--- src/pkg/vrc_pkg.sv ---
// ****************************************
// Shared constants and types
// ****************************************
package vrc_pkg;
  // System clock rate
  localparam int CLK_MHZ = 50;
  // Power-up delay and post-response guard, in ns
  localparam int POWERUP_NS = 100000;
  localparam int GUARD_NS = 311500;
  // Least times round up to whole clock cycles
  localparam int POWERUP_CYC = (POWERUP_NS * CLK_MHZ + 999) / 1000;
  localparam int GUARD_CYC = (GUARD_NS * CLK_MHZ + 999) / 1000;
  localparam int TMR_W = 16;
  // Receive slot timing in carrier ticks, symbol lengths in slots
  localparam logic [7:0] SLOT_LAST = 8'hff;
  localparam logic [7:0] HALF_SLOT = 8'h80;
  localparam logic [7:0] SYM256_LAST = 8'hff;
  localparam logic [7:0] SYM4_LAST = 8'h03;
  localparam logic [1:0] PAIRS_LAST = 2'h3;
  // Gap between the two reader start pauses, then the tail after the second
  localparam logic [10:0] SOF_MIN = 11'h200;
  localparam logic [10:0] SOF_SPLIT = 11'h380;
  localparam logic [10:0] SOF_MAX = 11'h500;
  localparam logic [7:0] SOF_TAIL = 8'hff;
  // Subcarrier periods, in carrier ticks
  localparam logic [4:0] SUB1_LAST = 5'h1f;
  localparam logic [4:0] SUB1_HALF = 5'h10;
  localparam logic [4:0] SUB2_LAST = 5'h1b;
  localparam logic [4:0] SUB2_HALF = 5'h0e;
  // Pulses per half-bit for each rate, and last bit index of a byte
  localparam logic [7:0] UNIT_HIGH = 8'h08;
  localparam logic [7:0] UNIT_LOW = 8'h20;
  localparam logic [7:0] UNIT_FAST_HIGH = 8'h04;
  localparam logic [7:0] UNIT_FAST_LOW = 8'h10;
  localparam logic [2:0] BIT_LAST = 3'h7;
  // Receive states
  typedef enum logic [1:0] {
    RX_IDLE = 2'b00,
    RX_SOF = 2'b01,
    RX_TAIL = 2'b10,
    RX_DATA = 2'b11
  } vrc_rx_e;
  // Transmit states
  typedef enum logic [2:0] {
    TX_IDLE = 3'b000,
    TX_SOFA = 3'b001,
    TX_SOFB = 3'b010,
    TX_BITA = 3'b011,
    TX_BITB = 3'b100,
    TX_EOFC = 3'b101,
    TX_EOFD = 3'b110
  } vrc_tx_e;
endpackage

--- src/pkg/vrc_seg_if.sv ---
`timescale 1ns/1ns
`default_nettype none
// ****************************************
// Subcarrier segment request bundle
// ****************************************
interface vrc_seg_if;
  logic ctick;
  logic start;
  logic sec;
  logic modul;
  logic [7:0] npulse;
  logic done;
  logic mod;
  modport drv (output ctick, start, sec, modul, npulse, input done, mod);
  modport enc (input ctick, start, sec, modul, npulse, output done, mod);
endinterface
`default_nettype wire

--- src/core/vrc_codec.sv ---
`timescale 1ns/1ns
`default_nettype none
// Operation
// - Pauses of either modulation depth arrive as one digital pause level.
// - In 1-of-256 mode one pause among 256 slots carries a byte.
// - First slot decodes to 00h, last slot to FFh, linear between.
// - In 1-of-4 mode one pause in four slots gives two bits, LSB pair first.
// - Start-of-frame gap selects the decoding mode for each frame.
// - Frames are bounded by code violations that data never produces.
// - Receiver is ready again 311.5 us after a response ends.
// - Receiver is ready 0.1 ms after the field powers the tag.
// - First header bit picks one or two subcarriers, carrier/32 and carrier/28.
// - Subcarrier switches keep phase continuous.
// - Second header bit picks low or high rate; fast commands double it.
// - Bit periods follow from pulse counts of each rate and subcarrier mode.
// - Manchester bits; low rate times four, fast commands halved.
// - High rate single: zero is pulses then quiet, one the reverse.
// - Fast high rate single: four pulses and 9.44 us quiet per half.
// - Low rate single: 32 pulses or 75.52 us; fast halves those.
// - High rate dual: 8 primary and 9 secondary pulses, order by bit.
// - Low rate dual: 32 primary and 36 secondary pulses, order by bit.
// - Fast commands never use two subcarriers.
// - Response start: quiet (27 secondary pulses if dual), 24 primary pulses, then a logic one.
module vrc_codec #(
  parameter int PWRUP_CYC = vrc_pkg::POWERUP_CYC,
  parameter int GUARD_CYC = vrc_pkg::GUARD_CYC
) (
  input wire logic CLK,
  input wire logic RST,
  input wire logic CARR_CLK,
  input wire logic PAUSE_N,
  input wire logic RF_FIELD,
  output logic [7:0] RX_DATA,
  output logic RX_VALID,
  output logic RX_SOF,
  output logic RX_MODE,
  output logic RX_EOF,
  output logic RX_ERR,
  output logic RX_READY,
  input wire logic TX_VALID,
  input wire logic [7:0] TX_DATA,
  input wire logic TX_LAST,
  input wire logic TX_DUAL,
  input wire logic TX_HIGH,
  input wire logic TX_FAST,
  output logic TX_READY,
  output logic TX_BUSY,
  output logic LOAD_MOD
);
  // ****************************************
  // Functions
  // ****************************************
  // Pulses per half-bit for rate and fast selection
  function automatic logic [7:0] unit_of(input logic high, input logic fast);
    unit_of = high ? (fast ? vrc_pkg::UNIT_FAST_HIGH : vrc_pkg::UNIT_HIGH)
                   : (fast ? vrc_pkg::UNIT_FAST_LOW : vrc_pkg::UNIT_LOW);
  endfunction

  // Segment length; secondary carrier needs 9 per 8 primary
  function automatic logic [7:0] seg_len(input logic sec, input logic mult3, input logic [7:0] unit);
    logic [7:0] base;
    base = mult3 ? 8'((unit << 1) + unit) : unit;
    seg_len = sec ? 8'(base + (base >> 3)) : base;
  endfunction

  // ****************************************
  // Input synchronisers
  // ****************************************
  logic car_s1_ff, car_s2_ff, car_s3_ff;
  logic pau_s1_ff, pau_s2_ff, pau_s3_ff;
  logic fld_s1_ff, fld_s2_ff;
  logic ctick;
  logic pfall;

  // Two flops per pin, a third for edges
  always_ff @(posedge CLK)
  begin
    if (RST)
    begin
      {car_s1_ff, car_s2_ff, car_s3_ff} <= 3'h0;
      {pau_s1_ff, pau_s2_ff, pau_s3_ff} <= 3'h7;
      {fld_s1_ff, fld_s2_ff} <= 2'h0;
    end
    else
    begin
      {car_s1_ff, car_s2_ff, car_s3_ff} <= {CARR_CLK, car_s1_ff, car_s2_ff};
      {pau_s1_ff, pau_s2_ff, pau_s3_ff} <= {PAUSE_N, pau_s1_ff, pau_s2_ff};
      {fld_s1_ff, fld_s2_ff} <= {RF_FIELD, fld_s1_ff};
    end
  end

  // One carrier tick per link clock rise; pause start at fall
  assign ctick = car_s2_ff && !car_s3_ff;
  assign pfall = !pau_s2_ff && pau_s3_ff;

  // ****************************************
  // Readiness timers
  // ****************************************
  logic [vrc_pkg::TMR_W-1:0] pwr_ff, nxt_pwr;
  logic [vrc_pkg::TMR_W-1:0] grd_ff, nxt_grd;
  logic pwr_done;
  logic grd_load;
  logic tx_idle;
  logic rx_ok;

  // Power-up wait restarts whenever the field drops
  assign pwr_done = (pwr_ff == PWRUP_CYC[vrc_pkg::TMR_W-1:0]);
  assign nxt_pwr = !fld_s2_ff ? '0 : pwr_done ? pwr_ff : pwr_ff + 1'b1;
  // Guard after a response frame
  assign nxt_grd = grd_load ? GUARD_CYC[vrc_pkg::TMR_W-1:0]
                 : (grd_ff != '0) ? grd_ff - 1'b1 : grd_ff;
  assign rx_ok = pwr_done && (grd_ff == '0) && tx_idle;

  always_ff @(posedge CLK)
  begin
    if (RST)
    begin
      pwr_ff <= '0;
      grd_ff <= '0;
    end
    else
    begin
      pwr_ff <= nxt_pwr;
      grd_ff <= nxt_grd;
    end
  end

  // ****************************************
  // Receive decoder
  // ****************************************
  vrc_pkg::vrc_rx_e rx_st_ff, nxt_rx_st;
  logic [10:0] gap_ff, nxt_gap;
  logic [7:0] tick_ff, nxt_tick;
  logic [7:0] slot_ff, nxt_slot;
  logic [7:0] val_ff, nxt_val;
  logic [7:0] sh_ff, nxt_sh;
  logic [1:0] sym_ff, nxt_sym;
  logic got_ff, nxt_got;
  logic mode_ff, nxt_mode;
  logic [7:0] rdat_ff, nxt_rdat;
  logic rval_ff, nxt_rval;
  logic rsof_ff, nxt_rsof;
  logic reof_ff, nxt_reof;
  logic rerr_ff, nxt_rerr;
  logic [7:0] sym_last;
  logic slot_end;
  logic sym_end;

  assign sym_last = mode_ff ? vrc_pkg::SYM4_LAST : vrc_pkg::SYM256_LAST;
  assign slot_end = ctick && (tick_ff == vrc_pkg::SLOT_LAST);
  assign sym_end = slot_end && (slot_ff == sym_last);

  // Frame walk: start gap, tail, then slots
  always_comb
  begin
    nxt_rx_st = rx_st_ff;
    nxt_gap = gap_ff;
    nxt_tick = ctick ? tick_ff + 8'h01 : tick_ff;
    nxt_slot = slot_end ? slot_ff + 8'h01 : slot_ff;
    nxt_val = val_ff;
    nxt_sh = sh_ff;
    nxt_sym = sym_ff;
    nxt_got = got_ff;
    nxt_mode = mode_ff;
    nxt_rdat = rdat_ff;
    nxt_rval = 1'b0;
    nxt_rsof = 1'b0;
    nxt_reof = 1'b0;
    nxt_rerr = 1'b0;
    if (!rx_ok)
    begin
      nxt_rx_st = vrc_pkg::RX_IDLE;
    end
    else
    begin
      unique case (rx_st_ff)
        vrc_pkg::RX_IDLE:
        begin
          nxt_gap = 11'h000;
          if (pfall)
          begin
            nxt_rx_st = vrc_pkg::RX_SOF;
          end
        end
        vrc_pkg::RX_SOF:
        begin
          if (pfall && gap_ff >= vrc_pkg::SOF_MIN)
          begin
            nxt_mode = (gap_ff >= vrc_pkg::SOF_SPLIT);
            nxt_rsof = 1'b1;
            nxt_tick = 8'h00;
            nxt_rx_st = vrc_pkg::RX_TAIL;
          end
          else if (pfall || gap_ff == vrc_pkg::SOF_MAX)
          begin
            nxt_rerr = 1'b1;
            nxt_rx_st = vrc_pkg::RX_IDLE;
          end
          else if (ctick)
          begin
            nxt_gap = gap_ff + 11'h001;
          end
        end
        vrc_pkg::RX_TAIL:
        begin
          if (ctick && tick_ff == vrc_pkg::SOF_TAIL)
          begin
            nxt_rx_st = vrc_pkg::RX_DATA;
            nxt_slot = 8'h00;
            nxt_sym = 2'h0;
            nxt_got = 1'b0;
          end
        end
        vrc_pkg::RX_DATA:
        begin
          if (pfall && tick_ff < vrc_pkg::HALF_SLOT)
          begin
            // First-half pause is a violation: frame end
            nxt_reof = !got_ff && (sym_ff == 2'h0);
            nxt_rerr = got_ff || (sym_ff != 2'h0);
            nxt_rx_st = vrc_pkg::RX_IDLE;
          end
          else if (pfall && got_ff)
          begin
            nxt_rerr = 1'b1;
            nxt_rx_st = vrc_pkg::RX_IDLE;
          end
          else if (pfall)
          begin
            nxt_got = 1'b1;
            nxt_val = slot_ff;
          end
          else if (sym_end && !got_ff)
          begin
            nxt_rerr = 1'b1;
            nxt_rx_st = vrc_pkg::RX_IDLE;
          end
          else if (sym_end)
          begin
            nxt_slot = 8'h00;
            nxt_got = 1'b0;
            if (mode_ff)
            begin
              nxt_sh = {val_ff[1:0], sh_ff[7:2]};
              nxt_sym = sym_ff + 2'h1;
              nxt_rdat = {val_ff[1:0], sh_ff[7:2]};
              nxt_rval = (sym_ff == vrc_pkg::PAIRS_LAST);
            end
            else
            begin
              nxt_rdat = val_ff;
              nxt_rval = 1'b1;
            end
          end
        end
      endcase
    end
  end

  always_ff @(posedge CLK)
  begin
    if (RST)
    begin
      rx_st_ff <= vrc_pkg::RX_IDLE;
      {gap_ff, tick_ff, slot_ff, val_ff, sh_ff} <= '0;
      {sym_ff, got_ff, mode_ff, rdat_ff} <= '0;
      {rval_ff, rsof_ff, reof_ff, rerr_ff} <= 4'h0;
    end
    else
    begin
      rx_st_ff <= nxt_rx_st;
      {gap_ff, tick_ff, slot_ff, val_ff, sh_ff} <= {nxt_gap, nxt_tick, nxt_slot, nxt_val, nxt_sh};
      {sym_ff, got_ff, mode_ff, rdat_ff} <= {nxt_sym, nxt_got, nxt_mode, nxt_rdat};
      {rval_ff, rsof_ff, reof_ff, rerr_ff} <= {nxt_rval, nxt_rsof, nxt_reof, nxt_rerr};
    end
  end

  assign RX_DATA = rdat_ff;
  assign RX_VALID = rval_ff;
  assign RX_SOF = rsof_ff;
  assign RX_MODE = mode_ff;
  assign RX_EOF = reof_ff;
  assign RX_ERR = rerr_ff;
  assign RX_READY = rx_ok && (rx_st_ff == vrc_pkg::RX_IDLE);

  // ****************************************
  // Transmit encoder
  // ****************************************
  vrc_pkg::vrc_tx_e tx_st_ff, nxt_tx_st;
  logic [1:0] kind_ff, nxt_kind;
  logic [2:0] idx_ff, nxt_idx;
  logic [7:0] byte_ff, nxt_byte;
  logic last_ff, nxt_last;
  logic dual_ff, nxt_dual;
  logic high_ff, nxt_high;
  logic fast_ff, nxt_fast;
  logic seg_start_ff, seg_sec_ff, seg_mod_ff;
  logic [7:0] seg_cnt_ff;
  logic can_tx;
  logic seg_done;
  logic adv;
  logic nxt_bit;
  logic pri_seg;
  logic mult3;
  logic more;
  vrc_seg_if sg ();

  assign tx_idle = (tx_st_ff == vrc_pkg::TX_IDLE);
  assign can_tx = pwr_done && (rx_st_ff == vrc_pkg::RX_IDLE);
  assign seg_done = sg.done;
  assign more = (idx_ff == vrc_pkg::BIT_LAST) && !last_ff && (kind_ff == 2'h1);

  // Frame order: start, marker one, data, marker zero, end
  always_comb
  begin
    nxt_tx_st = tx_st_ff;
    nxt_kind = kind_ff;
    nxt_idx = idx_ff;
    nxt_byte = byte_ff;
    nxt_last = last_ff;
    nxt_dual = dual_ff;
    nxt_high = high_ff;
    nxt_fast = fast_ff;
    grd_load = 1'b0;
    unique case (tx_st_ff)
      vrc_pkg::TX_IDLE:
      begin
        if (TX_VALID && can_tx)
        begin
          nxt_byte = TX_DATA;
          nxt_last = TX_LAST;
          nxt_dual = TX_DUAL && !TX_FAST;
          nxt_high = TX_HIGH;
          nxt_fast = TX_FAST;
          nxt_tx_st = vrc_pkg::TX_SOFA;
        end
      end
      vrc_pkg::TX_SOFA:
        if (seg_done) nxt_tx_st = vrc_pkg::TX_SOFB;
      vrc_pkg::TX_SOFB:
      begin
        if (seg_done)
        begin
          nxt_kind = 2'h0;
          nxt_tx_st = vrc_pkg::TX_BITA;
        end
      end
      vrc_pkg::TX_BITA:
        if (seg_done) nxt_tx_st = vrc_pkg::TX_BITB;
      vrc_pkg::TX_BITB:
      begin
        if (seg_done)
        begin
          nxt_tx_st = vrc_pkg::TX_BITA;
          nxt_idx = 3'h0;
          if (kind_ff == 2'h0)
          begin
            nxt_kind = 2'h1;
          end
          else if (kind_ff == 2'h2)
          begin
            nxt_tx_st = vrc_pkg::TX_EOFC;
          end
          else if (idx_ff != vrc_pkg::BIT_LAST)
          begin
            nxt_byte = {1'b0, byte_ff[7:1]}; // Least significant bit first
            nxt_idx = idx_ff + 3'h1;
          end
          else if (more && TX_VALID)
          begin
            nxt_byte = TX_DATA;
            nxt_last = TX_LAST;
          end
          else
          begin
            nxt_kind = 2'h2; // Last byte or underrun closes frame
          end
        end
      end
      vrc_pkg::TX_EOFC:
        if (seg_done) nxt_tx_st = vrc_pkg::TX_EOFD;
      vrc_pkg::TX_EOFD:
      begin
        if (seg_done)
        begin
          grd_load = 1'b1;
          nxt_tx_st = vrc_pkg::TX_IDLE;
        end
      end
      default:
        nxt_tx_st = vrc_pkg::TX_IDLE;
    endcase
  end

  // Pick the next segment from the next state and bit
  assign adv = (tx_idle && TX_VALID && can_tx) || (!tx_idle && seg_done);
  assign nxt_bit = (nxt_kind == 2'h0) ? 1'b1 : (nxt_kind == 2'h2) ? 1'b0 : nxt_byte[0];
  assign pri_seg = (nxt_tx_st == vrc_pkg::TX_SOFB) || (nxt_tx_st == vrc_pkg::TX_EOFC)
                || ((nxt_tx_st == vrc_pkg::TX_BITA) && !nxt_bit)
                || ((nxt_tx_st == vrc_pkg::TX_BITB) && nxt_bit);
  assign mult3 = (nxt_tx_st != vrc_pkg::TX_BITA) && (nxt_tx_st != vrc_pkg::TX_BITB);

  always_ff @(posedge CLK)
  begin
    if (RST)
    begin
      tx_st_ff <= vrc_pkg::TX_IDLE;
      {kind_ff, idx_ff, byte_ff, last_ff} <= '0;
      {dual_ff, high_ff, fast_ff} <= 3'h0;
      {seg_start_ff, seg_sec_ff, seg_mod_ff, seg_cnt_ff} <= '0;
    end
    else
    begin
      tx_st_ff <= nxt_tx_st;
      {kind_ff, idx_ff, byte_ff, last_ff} <= {nxt_kind, nxt_idx, nxt_byte, nxt_last};
      {dual_ff, high_ff, fast_ff} <= {nxt_dual, nxt_high, nxt_fast};
      seg_start_ff <= adv && (nxt_tx_st != vrc_pkg::TX_IDLE);
      if (adv)
      begin
        seg_sec_ff <= !pri_seg && nxt_dual;
        seg_mod_ff <= pri_seg || nxt_dual;
        seg_cnt_ff <= seg_len(!pri_seg && nxt_dual, mult3, unit_of(nxt_high, nxt_fast));
      end
    end
  end

  // Segment generator keeps subcarrier phase across switches
  assign sg.ctick = ctick;
  assign sg.start = seg_start_ff;
  assign sg.sec = seg_sec_ff;
  assign sg.modul = seg_mod_ff;
  assign sg.npulse = seg_cnt_ff;

  vrc_seg_gen u_seg (
    .clk (CLK),
    .rst (RST),
    .sg (sg.enc)
  );

  assign TX_READY = (tx_idle && can_tx)
                 || ((tx_st_ff == vrc_pkg::TX_BITB) && seg_done && more);
  assign TX_BUSY = !tx_idle;
  assign LOAD_MOD = sg.mod;
endmodule
`default_nettype wire

--- src/core/vrc_seg_gen.sv ---
`timescale 1ns/1ns
`default_nettype none
// ****************************************
// Segment generator: N subcarrier periods
// ****************************************
module vrc_seg_gen (
  input wire logic clk,
  input wire logic rst,
  vrc_seg_if.enc sg
);
  logic act_ff;
  logic sec_ff;
  logic modul_ff;
  logic [4:0] ph_ff;
  logic [7:0] cnt_ff;
  logic done_ff;
  logic mod_ff;
  logic [4:0] ph_last;
  logic [4:0] ph_half;
  logic per_end;

  // Period length follows the selected subcarrier
  assign ph_last = sec_ff ? vrc_pkg::SUB2_LAST : vrc_pkg::SUB1_LAST;
  assign ph_half = sec_ff ? vrc_pkg::SUB2_HALF : vrc_pkg::SUB1_HALF;
  assign per_end = act_ff && sg.ctick && (ph_ff == ph_last);
  assign sg.done = done_ff;
  assign sg.mod = mod_ff;

  // Count ticks and periods; a new start resumes with no gap
  always_ff @(posedge clk)
  begin
    if (rst)
    begin
      act_ff <= 1'b0;
      sec_ff <= 1'b0;
      modul_ff <= 1'b0;
      ph_ff <= 5'h00;
      cnt_ff <= 8'h00;
      done_ff <= 1'b0;
      mod_ff <= 1'b0;
    end
    else
    begin
      done_ff <= per_end && (cnt_ff == 8'h01);
      mod_ff <= act_ff && modul_ff && (ph_ff < ph_half);
      if (sg.start)
      begin
        act_ff <= 1'b1;
        sec_ff <= sg.sec;
        modul_ff <= sg.modul;
        ph_ff <= 5'h00;
        cnt_ff <= sg.npulse;
      end
      else if (per_end)
      begin
        ph_ff <= 5'h00;
        cnt_ff <= cnt_ff - 8'h01;
        act_ff <= (cnt_ff != 8'h01);
      end
      else if (act_ff && sg.ctick)
      begin
        ph_ff <= ph_ff + 5'h01;
      end
    end
  end
endmodule
`default_nettype wire

--- config.mk ---
export PLATFORM = sky130hd
export DESIGN_NAME = vrc_codec
export DESIGN_NICKNAME = d
export VERILOG_FILES = /design/src/pkg/vrc_pkg.sv /design/src/pkg/vrc_seg_if.sv /design/src/core/vrc_codec.sv /design/src/core/vrc_seg_gen.sv
export SDC_FILE = /design/constraint.sdc
export NUM_CORES = 1
export LEC_CHECK = 0
export ABC_AREA = 1
export BUFFER_PORTS_ARGS = -buffer_cell sky130_fd_sc_hd__buf_2
export CAP_MARGIN = 5
export CORE_MARGIN = 1
export CORE_UTILIZATION = 55
export CTS_CLUSTER_DIAMETER = 80
export CTS_CLUSTER_SIZE = 14
export DETAILED_ROUTE_END_ITERATION = 10
export PLACE_DENSITY = 0.72
export SYNTH_ARGS = -nofsm -noshare
export SYNTH_HDL_FRONTEND = slang
export SYNTH_SLANG_ARGS = --single-unit
--- constraint.sdc ---
create_clock -name CLK -period 8.4 [get_ports CLK]
set_input_delay 0.84 -clock CLK [delete_from_list [all_inputs] [get_ports CLK]]
set_output_delay 0.84 -clock CLK [all_outputs]
set_load 0.01 [all_outputs]
==> metrics <==
status finished, final reports clean; Slew headroom 34.3%; Synth area leader dfxtp_1; CTS root buf clkbuf_16; initial antenna violation count 0; vias per inst 5.20; Hold Path Class flop to flop; largest cells by area after synthesis dfxtp_1, nand2_1, inv_1, a21oi_1, nor2_1; CP arrival 4590 ps; Post-Syn Nets 1140; EDFF count, synth 0; largest net degree at the start of global routing 75; Crit-path slowest cell o21ai_0; sequential area share after synthesis 37.8%; Post-CTS Setup Repair Bufs 0; die height 121 um; Detailed Route Iter0 Violations 460; Worst Path Required 8720 ps; share of cells above drive strength 1 12.4%; crit end category flop; ANT cells 0; Pleak 0.00366 uW; DIE WIDTH 121 um; clk buf depth 2; Tot Pwr 1790 uW; post-synthesis cell count 1093; Max Cap Viol 0; post-detail-place hpwl 11.4 mm; Slew Limit Fails 0; Synth Register Bits 148; PD cells 204 nW/um^2; critical path type flop to flop; Synth top area share 37.8%; Num CTS Buffers 17; drt first pass iters 5; post-layout net count 1171; unrepaired setup endpoints after global routing no; Mean Syn Cell Area 7.18 um^2; Synth-to-Final Area Change 11.5%; period utilisation layout 50.8%; Vias 6848; ys flop type dfxtp_1; Max rail drop VDD 0.143 mV; H-tree depth 4; Sw Ratio 27.1%; fin crit period 4260 ps; post-synthesis cell area 7850 um^2; crit-path max FO 9; Setup TNS Final 0 ps; Power Internal 1300 uW; Worst-Skew Late Latency 430 ps; core area 13900 um^2; Die Footprint 14700 um^2; CTS tree yes; Starting Density 56.5%; sequential share of power 43.0%; final setup violating endpoints 0; synth warn 0; CTS-repair resized insts 0; num ports 35; Rows 43; vias in the first global route 6440; Clock Skews 5.92 ps; Psw 485 uW; final hold viol count 0; Comb pwr share 14.1%; Worst setup SP type flop; WL final 16.1 mm; worst-margin pin slew 985 ps; # DRC 0; Async S/R FF share, synth 0%; Antenna Violating Nets Remaining 0; CP max stage delay 470 ps; hold_buf cts 0; CTS Sinks 148; Avg WL per Cell 12.2 um; first-pass GRT wire length 28.1 mm; Total GRT Usage 23.6%; clk slew on worst S/H paths 60 ps; cell mode on critical path nand2_1; Final GP Congestion 0.862; worst-path cell chain inv_1, ha_1, nand3_2, nor2_4, nand4_4, clkinv_4, o21ai_0, inv_1, ha_1, ha_1, a22o_1, xor2_1, o21ai_4, ha_1, inv_1, fa_1, o21ai_0, nand2_1, nand2_1, nand2_1, nand2_1, nand3_1, nand2_1, inv_1; Fmax achieved 235 MHz; post-synth cell types 57; # port buffers 34; Overflow after GRT 0; Clock Power Share 42.9%
[sequential cells by signal (all words and copies together) (netlist names), 2 cells and up, named ones only]
| signal | cells |
|---|---|
| sh_ff | 6 |
| tx_st_ff | 3 |
| u_seg.cnt_ff | 8 |
| seg_cnt_ff | 8 |
| pwr_ff | 16 |
| idx_ff | 3 |
| grd_ff | 16 |
| RX_DATA | 8 |
| tick_ff | 8 |
| kind_ff | 2 |
| sym_ff | 2 |
| val_ff | 8 |
| slot_ff | 8 |
| gap_ff | 11 |
| u_seg.ph_ff | 5 |
| byte_ff | 8 |
[cells in the mapped netlist (all sizes together), types with 2 or more instances]
cell	count
buf	4
o21a	6
o211ai	6
ha	28
inv	172
xnor2	2
nand2	221
a21oi	89
o22ai	7
nand3	52
o21ai	48
a31oi	20
a22oi	2
nor3b	6
o31ai	2
nor4	11
nor3	30
nand3b	2
clkbuf	19
xor2	15
or3	2
a211oi	7
or2	7
nand4	35
dfxtp	148
nor2	135
clkinv	3
o21bai	2
o2111ai	2
[metrics by stage]
step	hold WS, ps	util, %	setup slack (ps)	std cells	cell area (um^2)
floorplan	388	-	4410	1093	7850
global placement	390	58.7	4000	1285	8150
detailed placement	396	58.7	3880	1285	8150
CTS	405	63.0	4120	1317	8750
global route	415	63.0	3700	1317	8750
finish	402	63.0	4140	1317	8750
[worst max-delay path, delay by kind of cell (launching register included)]
kind	cells	cell delay, ps
adders and majority gates	5	1290
AOI/OAI and AO/OA	4	1170
and+or+nand+nor	9	730
buffers and inverters	5	440
DFF	1	350
xor gates and xnor gates	1	190
[layout by cell type, fill, tap and decap left out, types with 3 or more instances in the layout]
cell type   instances
nand3_1            43
nor2_4              6
clkinvlp_4          4
o21ai_0            43
nor3_1             30
o22ai_1             7
clkbuf_16          17
clkinv_4            3
nand3_2             8
dfxtp_1           148
clkinv_2            5
a211oi_1            7
nand4_1            32
inv_2              10
bufinv_16           3
nor4_1             10
buf_2              34
or2_2               6
nand2_1           202
inv_1             162
o211ai_1            6
ha_1               28
nor2_2             11
a31oi_1            19
nand2_2            15
xor2_1             15
nand2_4             4
nor3b_1             6
o21a_1              6
a21oi_1            89
nor2_1            117
[cell type report]
type,instances,area [um^2]
fill,1291,5130
tap,180,225
clock inverter,13,158
inverter,175,668
timing repair buffer,35,178
multi-input combinational,747,4110
clock buffer,19,443
sequential,148,2960
[cell families (layout without fill, tap and decap cells)]
family                     Yosys count  after routing  share of synthesized area, %
DFF                                148            148                          37.8
muxes                                2              2                         0.319
buffers and inverters              198            242                          9.84
adders and majority gates           29             29                          4.72
and+or+nand+nor                    502            502                          30.7
xor gates and xnor gates            17             17                          1.90
AOI/OAI and AO/OA                  197            197                          14.8
[per-layer routing]
metal | up-vias | GRT usage, % | part of all wire (%)
met1 | 3067 | 29.3 | 50
met3 | 20 | 5.03 | 2.7
met4 | 0 | 8.80 | 1.5
met5 | - | 0 | 0
met2 | 95 | 39.8 | 46
li1 | 3666 | - | -
[power groups by stage]
stage | combinational [uW] | clock (uW) | sequential, uW
after floorplan | 207 | 0 | 776
after global placement | 246 | 0 | 782
after detailed placement | 251 | 0 | 782
after CTS | 252 | 781 | 768
after global routing | 292 | 814 | 772
final | 252 | 767 | 769
[final timing paths]
kind / from / endpoint / slack, ps / cells after the start
worst max-delay path: pwr_ff[0]$_SDFFE_PP0P_ / seg_cnt_ff[6]$_SDFFE_PP0P_ / 4140 / 24
worst min-delay path: car_s1_ff$_SDFF_PP0_ / car_s2_ff$_SDFF_PP0_ / 400 / 2
worst max register to register: pwr_ff[0]$_SDFFE_PP0P_ / seg_cnt_ff[6]$_SDFFE_PP0P_ / 4140 / 24
worst min register to register: car_s1_ff$_SDFF_PP0_ / car_s2_ff$_SDFF_PP0_ / 400 / 2
Power figures use the tool's default switching activity.
